## config.mk

```make
export PLATFORM = sky130hd
export DESIGN_NAME = config_port_end_flat
export DESIGN_NICKNAME = d
export VERILOG_FILES = /design/src/common/cfg_pkg.sv /design/src/common/link_if.sv /design/src/config_port_end.sv /design/src/flat_wrapper.sv
export SDC_FILE = /design/constraint.sdc
export NUM_CORES = 1
export LEC_CHECK = 0
export BUFFER_PORTS_ARGS = -buffer_cell sky130_fd_sc_hd__buf_2
export CORE_MARGIN = 1.5
export CORE_UTILIZATION = 55
export CTS_CLUSTER_DIAMETER = 120
export DETAILED_ROUTE_END_ITERATION = 10
export PLACE_DENSITY = 0.71
export SYNTH_ARGS = -nofsm -noshare
export SYNTH_HDL_FRONTEND = slang
export SYNTH_SLANG_ARGS = --single-unit
export TNS_END_PERCENT = 1
```

## constraint.sdc

```tcl
create_clock -name clock -period 4.8 [get_ports clock]
set_clock_uncertainty 0.2 [all_clocks]
set_input_delay 0.48 -clock clock [delete_from_list [all_inputs] [get_ports clock]]
set_output_delay 0.48 -clock clock [all_outputs]
set_load 0.01 [all_outputs]
```

## src/common/cfg_pkg.sv

```systemverilog
// Shared constants for the serial configuration port and its host.
// Assumes a 250 MHz system clock at both ends of the link.
package cfg_pkg;
    // System clock period and unit scaling.
    localparam int CLK_PERIOD_NS = 4;
    localparam int NS_PER_MS = 1000000;
    // Calibration, erase and program times in milliseconds.
    localparam int CAL_USER_MAX_MS = 100;
    localparam int CAL_PWRUP_MAX_MS = 250;
    localparam int NV_HOLD_MIN_MS = 80;
    localparam int NV_HOLD_MAX_MS = 100;
    localparam int NV_SETTLE_MS = 2;
    // Pin timings in nanoseconds.
    localparam int CAL_PULSE_MIN_NS = 40;
    localparam int TCK_HALF_NS = 100;
    // Longest times round down, least times round up.
    localparam int CAL_USER_CYC = CAL_USER_MAX_MS * (NS_PER_MS / CLK_PERIOD_NS);
    localparam int CAL_PWRUP_CYC = CAL_PWRUP_MAX_MS * (NS_PER_MS / CLK_PERIOD_NS);
    localparam int NV_HOLD_CYC = (NV_HOLD_MIN_MS * NS_PER_MS + CLK_PERIOD_NS - 1) / CLK_PERIOD_NS;
    localparam int NV_SETTLE_CYC = NV_SETTLE_MS * (NS_PER_MS / CLK_PERIOD_NS);
    localparam int CAL_PULSE_CYC = (CAL_PULSE_MIN_NS + CLK_PERIOD_NS - 1) / CLK_PERIOD_NS;
    localparam int TCK_HALF_CYC = (TCK_HALF_NS + CLK_PERIOD_NS - 1) / CLK_PERIOD_NS;
    // Serial control word layout.
    localparam int WORD_W = 8;
    localparam int GAIN_HI_BIT = 7;
    localparam int GAIN_LO_BIT = 6;
    localparam int BANK_BIT = 5;
    localparam int CAL_BIT = 4;
    localparam logic [WORD_W-1:0] WORD_RESET = 8'h00;
    // Gain codes.
    localparam logic [1:0] GAIN_1X = 2'h0;
    localparam logic [1:0] GAIN_2X = 2'h1;
    localparam logic [1:0] GAIN_5X = 2'h2;
    localparam logic [1:0] GAIN_10X = 2'h3;
    // Instruction register.
    localparam int IR_W = 3;
    localparam logic [IR_W-1:0] IR_ERASE = 3'h1;
    localparam logic [IR_W-1:0] IR_PROGRAM = 3'h2;
    localparam logic [IR_W-1:0] IR_CFG = 3'h3;
    localparam logic [IR_W-1:0] IR_BYPASS = 3'h7;
    localparam logic [IR_W-1:0] IR_CAPTURE = 3'h1;
    // Pin positions in the device's synchroniser vector.
    localparam int PIN_TCK = 0;
    localparam int PIN_TMS = 1;
    localparam int PIN_TDI = 2;
    localparam int PIN_CS = 3;
    localparam int PIN_CAL = 4;
    localparam int PIN_MODE = 5;
    localparam int PIN_W = 6;
    // Host scan sequences, sent least significant bit first.
    localparam logic [5:0] PREFIX_TMS = 6'h1f;
    localparam logic [8:0] IR_SCAN_TMS = 9'h0c3;
    localparam logic [12:0] DR_SCAN_TMS = 13'h0c01;
    localparam logic [4:0] RESET_TMS = 5'h1f;
    localparam logic [5:0] SPI_BITS = 6'h08;
    localparam logic [5:0] ERASE_BITS = 6'h0f;
    localparam logic [5:0] PROGRAM_BITS = 6'h25;
    localparam logic [5:0] RESET_BITS = 6'h05;
    // Test access port controller states.
    typedef enum logic [3:0] {
        TLR, RTI, SEL_DR, CAP_DR, SH_DR, EX1_DR, PA_DR, EX2_DR, UPD_DR,
        SEL_IR, CAP_IR, SH_IR, EX1_IR, PA_IR, EX2_IR, UPD_IR
    } tap_state_t;
    // Host command codes.
    typedef enum logic [1:0] {OP_SPI, OP_ERASE, OP_PROGRAM, OP_CAL} op_t;
    // Gain code to amplification factor.
    function automatic logic [3:0] gain_factor(input logic [1:0] code);
        unique case (code)
            GAIN_1X: gain_factor = 4'h1;
            GAIN_2X: gain_factor = 4'h2;
            GAIN_5X: gain_factor = 4'h5;
            GAIN_10X: gain_factor = 4'ha;
        endcase
    endfunction
endpackage

```

## src/common/link_if.sv

```systemverilog
// Pins between the host controller and the configuration port.
// TDO is pulled high when nobody drives it.
interface link_if;
    logic tck;
    logic tms;
    logic tdi;
    logic cs;
    logic cal;
    logic serial_mode_select;
    logic tdo;
    logic tdo_oe;
    logic tdo_line;
    // Resolved TDO level with a weak pull-up.
    assign tdo_line = tdo_oe ? tdo : 1'b1;
    modport device (input tck, tms, tdi, cs, cal, serial_mode_select, output tdo, tdo_oe);
    modport host (output tck, tms, tdi, cs, cal, serial_mode_select, input tdo_line);
endinterface

```

## src/config_port_end.sv

```systemverilog
// Device end of the serial configuration port with auto-calibration.
// Assumes all link pins are asynchronous to clock; they are filtered here.
//
// Contract
// - Mode pin high selects latched serial mode.
// - TMS used only in test access mode.
// - TDI taken on TCK rise, word on CS rise.
// - TDO changes on TCK fall or CS rise.
// - CS rise loads shifted word into settings.
// - CAL rising edge runs calibration within 100 ms.
// - Calibration runs after reset within 250 ms.
// - Host holds Run-Test/Idle 80-100 ms programming.
// - Host holds Run-Test/Idle 80-100 ms erasing.
// - Programming erases first, then rewrites stored word.
// - Erase forces ten-times gain in test access mode until rewritten.
// - Host keeps each write a full 80 ms.
// - Word: gain high, gain low, bank, cal, four spare.
// - Gain codes 00/01/10/11 give 1/2/5/10 times.
// - Serial shift register clears to zero at reset.
module config_port_end #(
    parameter int unsigned CAL_USER_CYCLES = cfg_pkg::CAL_USER_CYC,
    parameter int unsigned CAL_PWRUP_CYCLES = cfg_pkg::CAL_PWRUP_CYC,
    parameter int unsigned NV_SETTLE_CYCLES = cfg_pkg::NV_SETTLE_CYC
) (
    // System clock and reset.
    input wire logic clock,
    input wire logic reset,
    // Link pins.
    link_if.device link,
    // Active settings.
    output logic [1:0] gain_code_q,
    output logic [3:0] gain_factor_q,
    output logic bank_b_q,
    // Status.
    output logic cal_busy_q,
    output logic nv_busy_q,
    output logic [cfg_pkg::WORD_W-1:0] nv_word_q
);
    import cfg_pkg::*;

    // Idle pin levels; resetting the filter to them avoids a false chip-select edge after reset.
    localparam logic [PIN_W-1:0] PIN_IDLE = PIN_W'((1 << PIN_CS) | (1 << PIN_TMS));
    logic [PIN_W-1:0] pins; // Raw pin levels.
    logic [PIN_W-1:0] s1_q; // First synchroniser stage, read only by s2_q.
    logic [PIN_W-1:0] s2_q; // Second stage.
    logic [PIN_W-1:0] s3_q; // Third stage.
    logic [PIN_W-1:0] f_q; // Filtered pin levels.
    logic [PIN_W-1:0] f_d; // Next filtered levels.
    logic [PIN_W-1:0] rise; // Filtered rising edges.
    logic [PIN_W-1:0] fall; // Filtered falling edges.
    logic serial_mode; // High in latched serial mode.
    logic tck_rise; // TCK rising edge in test access mode.
    logic tck_fall; // TCK falling edge in test access mode.
    logic cs_rise; // CS rising edge in serial mode.
    logic tdi_bit; // TDI level at the sampling edge.
    tap_state_t state_q; // Controller state.
    tap_state_t state_d; // Next controller state.
    logic [IR_W-1:0] ir_sr_q; // Instruction shift stage.
    logic [IR_W-1:0] ir_q; // Current instruction.
    logic [WORD_W-1:0] dr_sr_q; // Data shift stage, bit 0 doubles as bypass.
    logic [WORD_W-1:0] cfg_q; // Word staged for programming.
    logic [WORD_W-1:0] spi_sr_q; // Serial shift register.
    logic [WORD_W-1:0] spi_word_q; // Latched serial word.
    logic erased_q; // Stored word is blank after an erase.
    logic [31:0] nv_cnt_q; // Cycles spent in a programming idle phase.
    logic [31:0] cal_cnt_q; // Calibration cycles left.
    logic cal_req; // Request to start a calibration.
    logic [1:0] gain_d; // Next active gain code.

    assign pins = {link.serial_mode_select, link.cal, link.cs, link.tdi, link.tms, link.tck};

    // Three-stage synchroniser; a level counts once stages two and three agree.
    always_ff @(posedge clock) begin
        if (reset) begin
            s1_q <= PIN_IDLE;
            s2_q <= PIN_IDLE;
            s3_q <= PIN_IDLE;
            f_q <= PIN_IDLE;
        end else begin
            s1_q <= pins;
            s2_q <= s1_q;
            s3_q <= s2_q;
            f_q <= f_d;
        end
    end

    // Agreeing stages set the level, disagreeing ones hold it.
    always_comb begin
        f_d = (s2_q & s3_q) | (f_q & (s2_q | s3_q));
        rise = f_d & ~f_q;
        fall = ~f_d & f_q;
        serial_mode = f_q[PIN_MODE];
        tck_rise = rise[PIN_TCK] & ~serial_mode;
        tck_fall = fall[PIN_TCK] & ~serial_mode;
        cs_rise = rise[PIN_CS] & serial_mode;
        tdi_bit = f_d[PIN_TDI];
    end

    // Controller next state; TMS is looked at only through tck_rise.
    always_comb begin
        state_d = state_q;
        unique case (state_q)
            TLR: state_d = f_d[PIN_TMS] ? TLR : RTI;
            RTI: state_d = f_d[PIN_TMS] ? SEL_DR : RTI;
            SEL_DR: state_d = f_d[PIN_TMS] ? SEL_IR : CAP_DR;
            CAP_DR: state_d = f_d[PIN_TMS] ? EX1_DR : SH_DR;
            SH_DR: state_d = f_d[PIN_TMS] ? EX1_DR : SH_DR;
            EX1_DR: state_d = f_d[PIN_TMS] ? UPD_DR : PA_DR;
            PA_DR: state_d = f_d[PIN_TMS] ? EX2_DR : PA_DR;
            EX2_DR: state_d = f_d[PIN_TMS] ? UPD_DR : SH_DR;
            UPD_DR: state_d = f_d[PIN_TMS] ? SEL_DR : RTI;
            SEL_IR: state_d = f_d[PIN_TMS] ? TLR : CAP_IR;
            CAP_IR: state_d = f_d[PIN_TMS] ? EX1_IR : SH_IR;
            SH_IR: state_d = f_d[PIN_TMS] ? EX1_IR : SH_IR;
            EX1_IR: state_d = f_d[PIN_TMS] ? UPD_IR : PA_IR;
            PA_IR: state_d = f_d[PIN_TMS] ? EX2_IR : PA_IR;
            EX2_IR: state_d = f_d[PIN_TMS] ? UPD_IR : SH_IR;
            UPD_IR: state_d = f_d[PIN_TMS] ? SEL_DR : RTI;
        endcase
    end

    // Controller advances only on TCK rises in test access mode.
    always_ff @(posedge clock) begin
        if (reset) begin
            state_q <= TLR;
        end else if (tck_rise) begin
            state_q <= state_d;
        end
    end

    // Instruction and data scan chains, sampled on TCK rise.
    always_ff @(posedge clock) begin
        if (reset) begin
            ir_sr_q <= IR_CAPTURE;
            ir_q <= IR_BYPASS;
            dr_sr_q <= '0;
            cfg_q <= '0;
        end else if (tck_rise) begin
            unique case (state_q)
                TLR: begin
                    ir_q <= IR_BYPASS;
                end
                CAP_IR: begin
                    ir_sr_q <= IR_CAPTURE;
                end
                SH_IR: begin
                    ir_sr_q <= {tdi_bit, ir_sr_q[IR_W-1:1]};
                end
                UPD_IR: begin
                    ir_q <= ir_sr_q;
                end
                CAP_DR: begin
                    // Only the staging register has content to report.
                    dr_sr_q <= (ir_q == IR_CFG) ? cfg_q : '0;
                end
                SH_DR: begin
                    if (ir_q == IR_CFG) begin
                        dr_sr_q <= {tdi_bit, dr_sr_q[WORD_W-1:1]};
                    end else begin
                        dr_sr_q <= {dr_sr_q[WORD_W-1:1], tdi_bit};
                    end
                end
                UPD_DR: begin
                    if (ir_q == IR_CFG) begin
                        cfg_q <= dr_sr_q;
                    end
                end
                default: begin
                    // Other states leave the chains untouched.
                end
            endcase
        end
    end

    // Serial mode shifts on TCK rise while CS is low; CS rise latches the word.
    always_ff @(posedge clock) begin
        if (reset) begin
            spi_sr_q <= WORD_RESET;
            spi_word_q <= WORD_RESET;
        end else if (serial_mode) begin
            if (rise[PIN_TCK] && !f_q[PIN_CS]) begin
                spi_sr_q <= {tdi_bit, spi_sr_q[WORD_W-1:1]};
            end
            if (cs_rise) begin
                spi_word_q <= spi_sr_q;
            end
        end
    end

    // TDO moves on TCK fall in test access mode and on CS rise in serial mode.
    always_ff @(posedge clock) begin
        if (reset) begin
            link.tdo <= 1'b1;
            link.tdo_oe <= 1'b0;
        end else if (cs_rise) begin
            link.tdo <= spi_sr_q[GAIN_HI_BIT];
            link.tdo_oe <= 1'b1;
        end else if (tck_fall) begin
            link.tdo <= (state_q == SH_IR) ? ir_sr_q[0] : dr_sr_q[0];
            link.tdo_oe <= (state_q == SH_IR) || (state_q == SH_DR);
        end else if (!serial_mode && f_q[PIN_TCK] == 1'b0 && state_q != SH_IR && state_q != SH_DR) begin
            // Float once the controller leaves a shift state.
            link.tdo_oe <= 1'b0;
        end
    end

    // Stored word: erase blanks it, program erases then rewrites after settling.
    // The write lands early but the host must still hold idle for the full time.
    always_ff @(posedge clock) begin
        if (reset) begin
            nv_word_q <= WORD_RESET;
            erased_q <= 1'b0;
            nv_cnt_q <= '0;
            nv_busy_q <= 1'b0;
        end else if (!serial_mode && state_q == RTI && ir_q == IR_ERASE) begin
            nv_word_q <= WORD_RESET;
            erased_q <= 1'b1;
            nv_busy_q <= 1'b1;
        end else if (!serial_mode && state_q == RTI && ir_q == IR_PROGRAM) begin
            nv_busy_q <= 1'b1;
            if (nv_cnt_q < NV_SETTLE_CYCLES - 1) begin
                nv_cnt_q <= nv_cnt_q + 32'h1;
                nv_word_q <= WORD_RESET;
                erased_q <= 1'b1;
            end else if (nv_cnt_q == NV_SETTLE_CYCLES - 1) begin
                nv_cnt_q <= nv_cnt_q + 32'h1;
                nv_word_q <= cfg_q;
                erased_q <= 1'b0;
            end
        end else begin
            // Leaving idle ends the operation; an erase stays in force.
            nv_cnt_q <= '0;
            nv_busy_q <= 1'b0;
        end
    end

    // A calibrate bit in a latched word counts as a request as well.
    assign cal_req = rise[PIN_CAL] | (cs_rise & spi_sr_q[CAL_BIT]);

    // Calibration timer, armed at reset and by requests when idle.
    always_ff @(posedge clock) begin
        if (reset) begin
            cal_busy_q <= 1'b1;
            cal_cnt_q <= CAL_PWRUP_CYCLES - 1;
        end else if (cal_busy_q) begin
            // Requests here are dropped.
            if (cal_cnt_q == 32'h0) begin
                cal_busy_q <= 1'b0;
            end else begin
                cal_cnt_q <= cal_cnt_q - 32'h1;
            end
        end else if (cal_req) begin
            cal_busy_q <= 1'b1;
            cal_cnt_q <= CAL_USER_CYCLES - 1;
        end
    end

    // Active gain: blank store forces ten times outside serial mode, else the mode's source.
    always_comb begin
        if (erased_q && !serial_mode) begin
            gain_d = GAIN_10X;
        end else if (serial_mode) begin
            gain_d = spi_word_q[GAIN_HI_BIT:GAIN_LO_BIT];
        end else begin
            gain_d = nv_word_q[GAIN_HI_BIT:GAIN_LO_BIT];
        end
    end

    // Registered settings outputs.
    always_ff @(posedge clock) begin
        if (reset) begin
            gain_code_q <= GAIN_1X;
            gain_factor_q <= 4'h1;
            bank_b_q <= 1'b0;
        end else begin
            gain_code_q <= gain_d;
            gain_factor_q <= gain_factor(gain_d);
            bank_b_q <= serial_mode ? spi_word_q[BANK_BIT] : nv_word_q[BANK_BIT];
        end
    end
endmodule

```

## src/flat_wrapper.sv

```systemverilog
// flat-port wrapper written by rule: the top's interface ports become plain ports
module config_port_end_flat import cfg_pkg::*;
#(
    parameter int unsigned CAL_USER_CYCLES = cfg_pkg::CAL_USER_CYC,
    parameter int unsigned CAL_PWRUP_CYCLES = cfg_pkg::CAL_PWRUP_CYC,
    parameter int unsigned NV_SETTLE_CYCLES = cfg_pkg::NV_SETTLE_CYC
)
  (clock, reset, gain_code_q, gain_factor_q, bank_b_q, cal_busy_q, nv_busy_q, nv_word_q, link_tck, link_tms, link_tdi, link_cs, link_cal, link_serial_mode_select, link_tdo, link_tdo_oe);
  link_if link_i ();
  input wire logic clock;
  input wire logic reset;
  output logic [1:0] gain_code_q;
  output logic [3:0] gain_factor_q;
  output logic bank_b_q;
  output logic cal_busy_q;
  output logic nv_busy_q;
  output logic [cfg_pkg::WORD_W-1:0] nv_word_q;
  input wire logic [$bits(link_i.tck)-1:0] link_tck;
  input wire logic [$bits(link_i.tms)-1:0] link_tms;
  input wire logic [$bits(link_i.tdi)-1:0] link_tdi;
  input wire logic [$bits(link_i.cs)-1:0] link_cs;
  input wire logic [$bits(link_i.cal)-1:0] link_cal;
  input wire logic [$bits(link_i.serial_mode_select)-1:0] link_serial_mode_select;
  output wire logic [$bits(link_i.tdo)-1:0] link_tdo;
  output wire logic [$bits(link_i.tdo_oe)-1:0] link_tdo_oe;
  assign link_i.tck = link_tck;
  assign link_i.tms = link_tms;
  assign link_i.tdi = link_tdi;
  assign link_i.cs = link_cs;
  assign link_i.cal = link_cal;
  assign link_i.serial_mode_select = link_serial_mode_select;
  assign link_tdo = link_i.tdo;
  assign link_tdo_oe = link_i.tdo_oe;
  config_port_end #(.CAL_USER_CYCLES(CAL_USER_CYCLES), .CAL_PWRUP_CYCLES(CAL_PWRUP_CYCLES), .NV_SETTLE_CYCLES(NV_SETTLE_CYCLES)) u_core (.clock(clock), .reset(reset), .link(link_i), .gain_code_q(gain_code_q), .gain_factor_q(gain_factor_q), .bank_b_q(bank_b_q), .cal_busy_q(cal_busy_q), .nv_busy_q(nv_busy_q), .nv_word_q(nv_word_q));
endmodule
```

==> run metrics <==
Post-CTS Resized 0; CP endpoint kind register; R2R setup slack 1.08 ns; worst reg2reg path depth 9; relative slew slack 0.278; clock sink count 140; DP Area 6350 µm²; cell taking the most area after synthesis dfxtp_1; die height around 110 µm; gpl congestion 0.825; most used flip-flop cell after synthesis dfxtp_1; PwrDens approximately 350 nW/µm²; global route overflow 0; I/O Buffers 26; Final Max Tran Viols 0; fin crit period 3.72 ns; Crit path depth 9; core area 10,800 µm²; vias in the first global route 4,965; setup_tns 0 ns; total CTS buffers 17; Max Cap Viol 0; WP buf/inv 2; Crit path arrival time 3.96 ns; Root Buffer Master clkbuf_8; Synth top area share 0.457; HPWL Detailed 8.72 mm; Distinct cells, synth 64; H-tree lvl count 4; cell family with most CP delay simple AND/OR/NAND/NOR gates; Tot GR Track Use 0.244; DRT Pass-1 Iters 4; Post-Syn Instances 714; VDD IR max ~0.0003 V; pin count of the biggest net entering global routing 63; WHS between 0.15 and 0.2 ns; Net Count, Synth approximately 720; Final Hold Fails 0; Syn-to-layout area delta 13.5%; Synth Cell Area 6130 µm²; wire length per cell 15.1 µm; Synth Register Bits 140; worst-path cell chain inv_1 -> ha_1 -> or4b_1 -> or4_4 -> o31ai_2 -> buf_4 -> and2_1 -> o311ai_0 -> o31ai_1; DRC 0; Setup crit start kind register; Final nets about 750; yosys warns 0; Std-Cell Rows 38; Placed Cells 850; RSZ-0062 raised after global routing no; Iter 0 DRT Violations 264; Total Wirelength 13.4 mm; Worst Hold Class input port to register; clock transition at the registers of the reported paths 0.06 ns; Hold Crit Start reset; reg2reg start u_core.cal_cnt_q[0]; post-route insts no fill just under 900; layout cell share with drive strength beyond 1 0.115; Worst path slowest cell o31ai_2; detailed-route via count 5,298; ranking of synthesized cells by area dfxtp_1 46%, nor2_1 5.1%, a21oi_1 4.2%; fin area roughly 7000 µm²; WP data required 5.04 ns; Setup violations, final 0; diodes inserted 0; Tcrit/Tclk final 0.775; CTS tree yes; initial antenna violation count 0; Leak 2.52 nW; crit path from u_core.cal_cnt_q[0]; ys async rst share 0; type of the worst setup path register to register; via density per instance 5.97; Reg-to-Reg End u_core.cal_cnt_q[17]; Die X approximately 110 µm; Final ANT Viol Nets 0; Critical Path End u_core.cal_cnt_q[17]; synthesized area per cell 8.58 µm²; CP peak stage delay approximately 0.7 ns; worst slew pin tran 1.07 ns; register area share after synthesis 0.457; Max Fclk 269 MHz; IO Count 27; Max clock buf depth 2; global-route wire length before repair around 23 mm; Skew-Pair Late Insertion Delay 0.54 ns; Crit Path Max Fanout 19; status complete, no violations; initial core utilization 0.565; Die ar. 11,800 µm²; number of flops mapped to enable cells by yosys 0
[cells in the final DEF, fill, tap and decap left out, drive strengths merged, types with 12 or more instances in the layout]
cell type  synthesis  final
dfxtp            140    140
nor2              84     84
nand2             59     59
a21oi             51     51
o21ai             40     40
buf                8     34
nand3             21     21
clkbuf            30     20
or3               19     19
or4               19     19
xnor2             18     18
mux2i             16     16
nor2b             15     15
and3              14     14
inv               13     13
nor3              12     12
o22ai             12     12
[routing by layer]
layer / wire (µm) / share of wire / global-route usage
met1: 6160 / 0.46 / 0.299
met2: 6460 / 0.48 / 0.403
met3: 514 / 0.038 / 0.0549
met4: 235 / 0.018 / 0.119
met5: 0 / 0 / 0
[layout make-up]
| cell class | count | area, µm² |
|---|---|---|
| fillers | 949 | 3880 |
| multi-input cells | 523 | 3140 |
| flip-flops and latches | 140 | 2800 |
| clock buffers | 20 | 445 |
| repair buffers | 40 | 250 |
| well taps | 140 | 175 |
| clock inverters | 11 | 96.3 |
| inverters | 13 | 48.8 |
[what timing repair did]
item	4_1_cts	5_1_grt
endpoints found under the setup margin	0	0
endpoints found under the hold margin	6	0
hold buffers	6	0
setup buffers	0	0
[worst reg2reg max path, delay by kind of cell, from the launching register on]
family | cells | cell delay (ns)
adder cells (fa/ha/maj) | 1 | 0.19
flip-flops | 1 | 0.32
AO/OA/AOI/OAI | 3 | 1.01
buffers and inverters | 2 | 0.47
AND/OR/NAND/NOR | 3 | 1.44
[cells by family after synthesis]
kind of cell    count (synthesis)  synth area share
simple gates                  307             0.264
fa+ha+maj                       3           0.00571
xor+xnor                       22            0.0314
compound gates                173             0.178
flops                         140             0.457
buf+inv                        51            0.0337
mux                            18            0.0298
[registers in the layout, summed over array words and instances (netlist names), 3 cells and up]
signal,flops
u_core.cfg_q,8
u_core.state_q,4
u_core.gain_factor_q,4
u_core.ir_sr_q,3
u_core.nv_word_q,8
u_core.spi_word_q,3
u_core.nv_cnt_q,32
u_core.spi_sr_q,4
u_core.cal_cnt_q,32
u_core.dr_sr_q,8
u_core.s1_q,6
u_core.s3_q,6
u_core.f_q,6
u_core.s2_q,6
u_core.ir_q,3
[where the power goes]
part | leakage, nW | total [mW] | internal [mW] | switching [mW]
Clock | 0.266 | 1.19 | 0.708 | 0.487
Combinational | 1.12 | 0.0388 | 0.0144 | 0.0244
Sequential | 1.13 | 1.18 | 1.17 | 0.00490
[cell usage after synthesis (8+ instances only)]
cell type	instances
dfxtp_1	140
nand4_1	11
nand3_1	21
clkbuf_1	30
inv_1	13
o21ai_0	38
nor2b_1	15
nor4_1	8
nand2_1	59
or3_1	18
xnor2_1	18
and3_1	14
o22ai_1	12
nor2_1	84
or2_2	11
a22oi_1	9
or4_1	17
a21oi_1	51
a211oi_1	10
mux2i_1	16
nor3_1	12
a31oi_1	8
[per-stage QoR]
stage               setup slack (ns)   util  power (mW)
global route                   0.809  0.642        2.49
CTS                             1.09  0.642        2.43
global placement                1.28  0.586        1.24
detailed placement              1.12  0.586        1.24
finish                          1.08  0.642        2.41
floorplan                       1.95      -        1.23
[how the worst min path moves through the flow]
stage	to	slack, ns	cells after the start
after floorplan	u_core.s2_q[1]	0.19	1
after global placement	u_core.s2_q[3]	0.20	1
after detailed placement	u_core.s2_q[1]	0.20	1
after CTS	u_core.cal_cnt_q[31]	0.20	2
after global routing	u_core.s2_q[1]	0.22	1
final	u_core.nv_cnt_q[1]	0.20	2
Note: power is estimated with default switching activity, not from simulation.
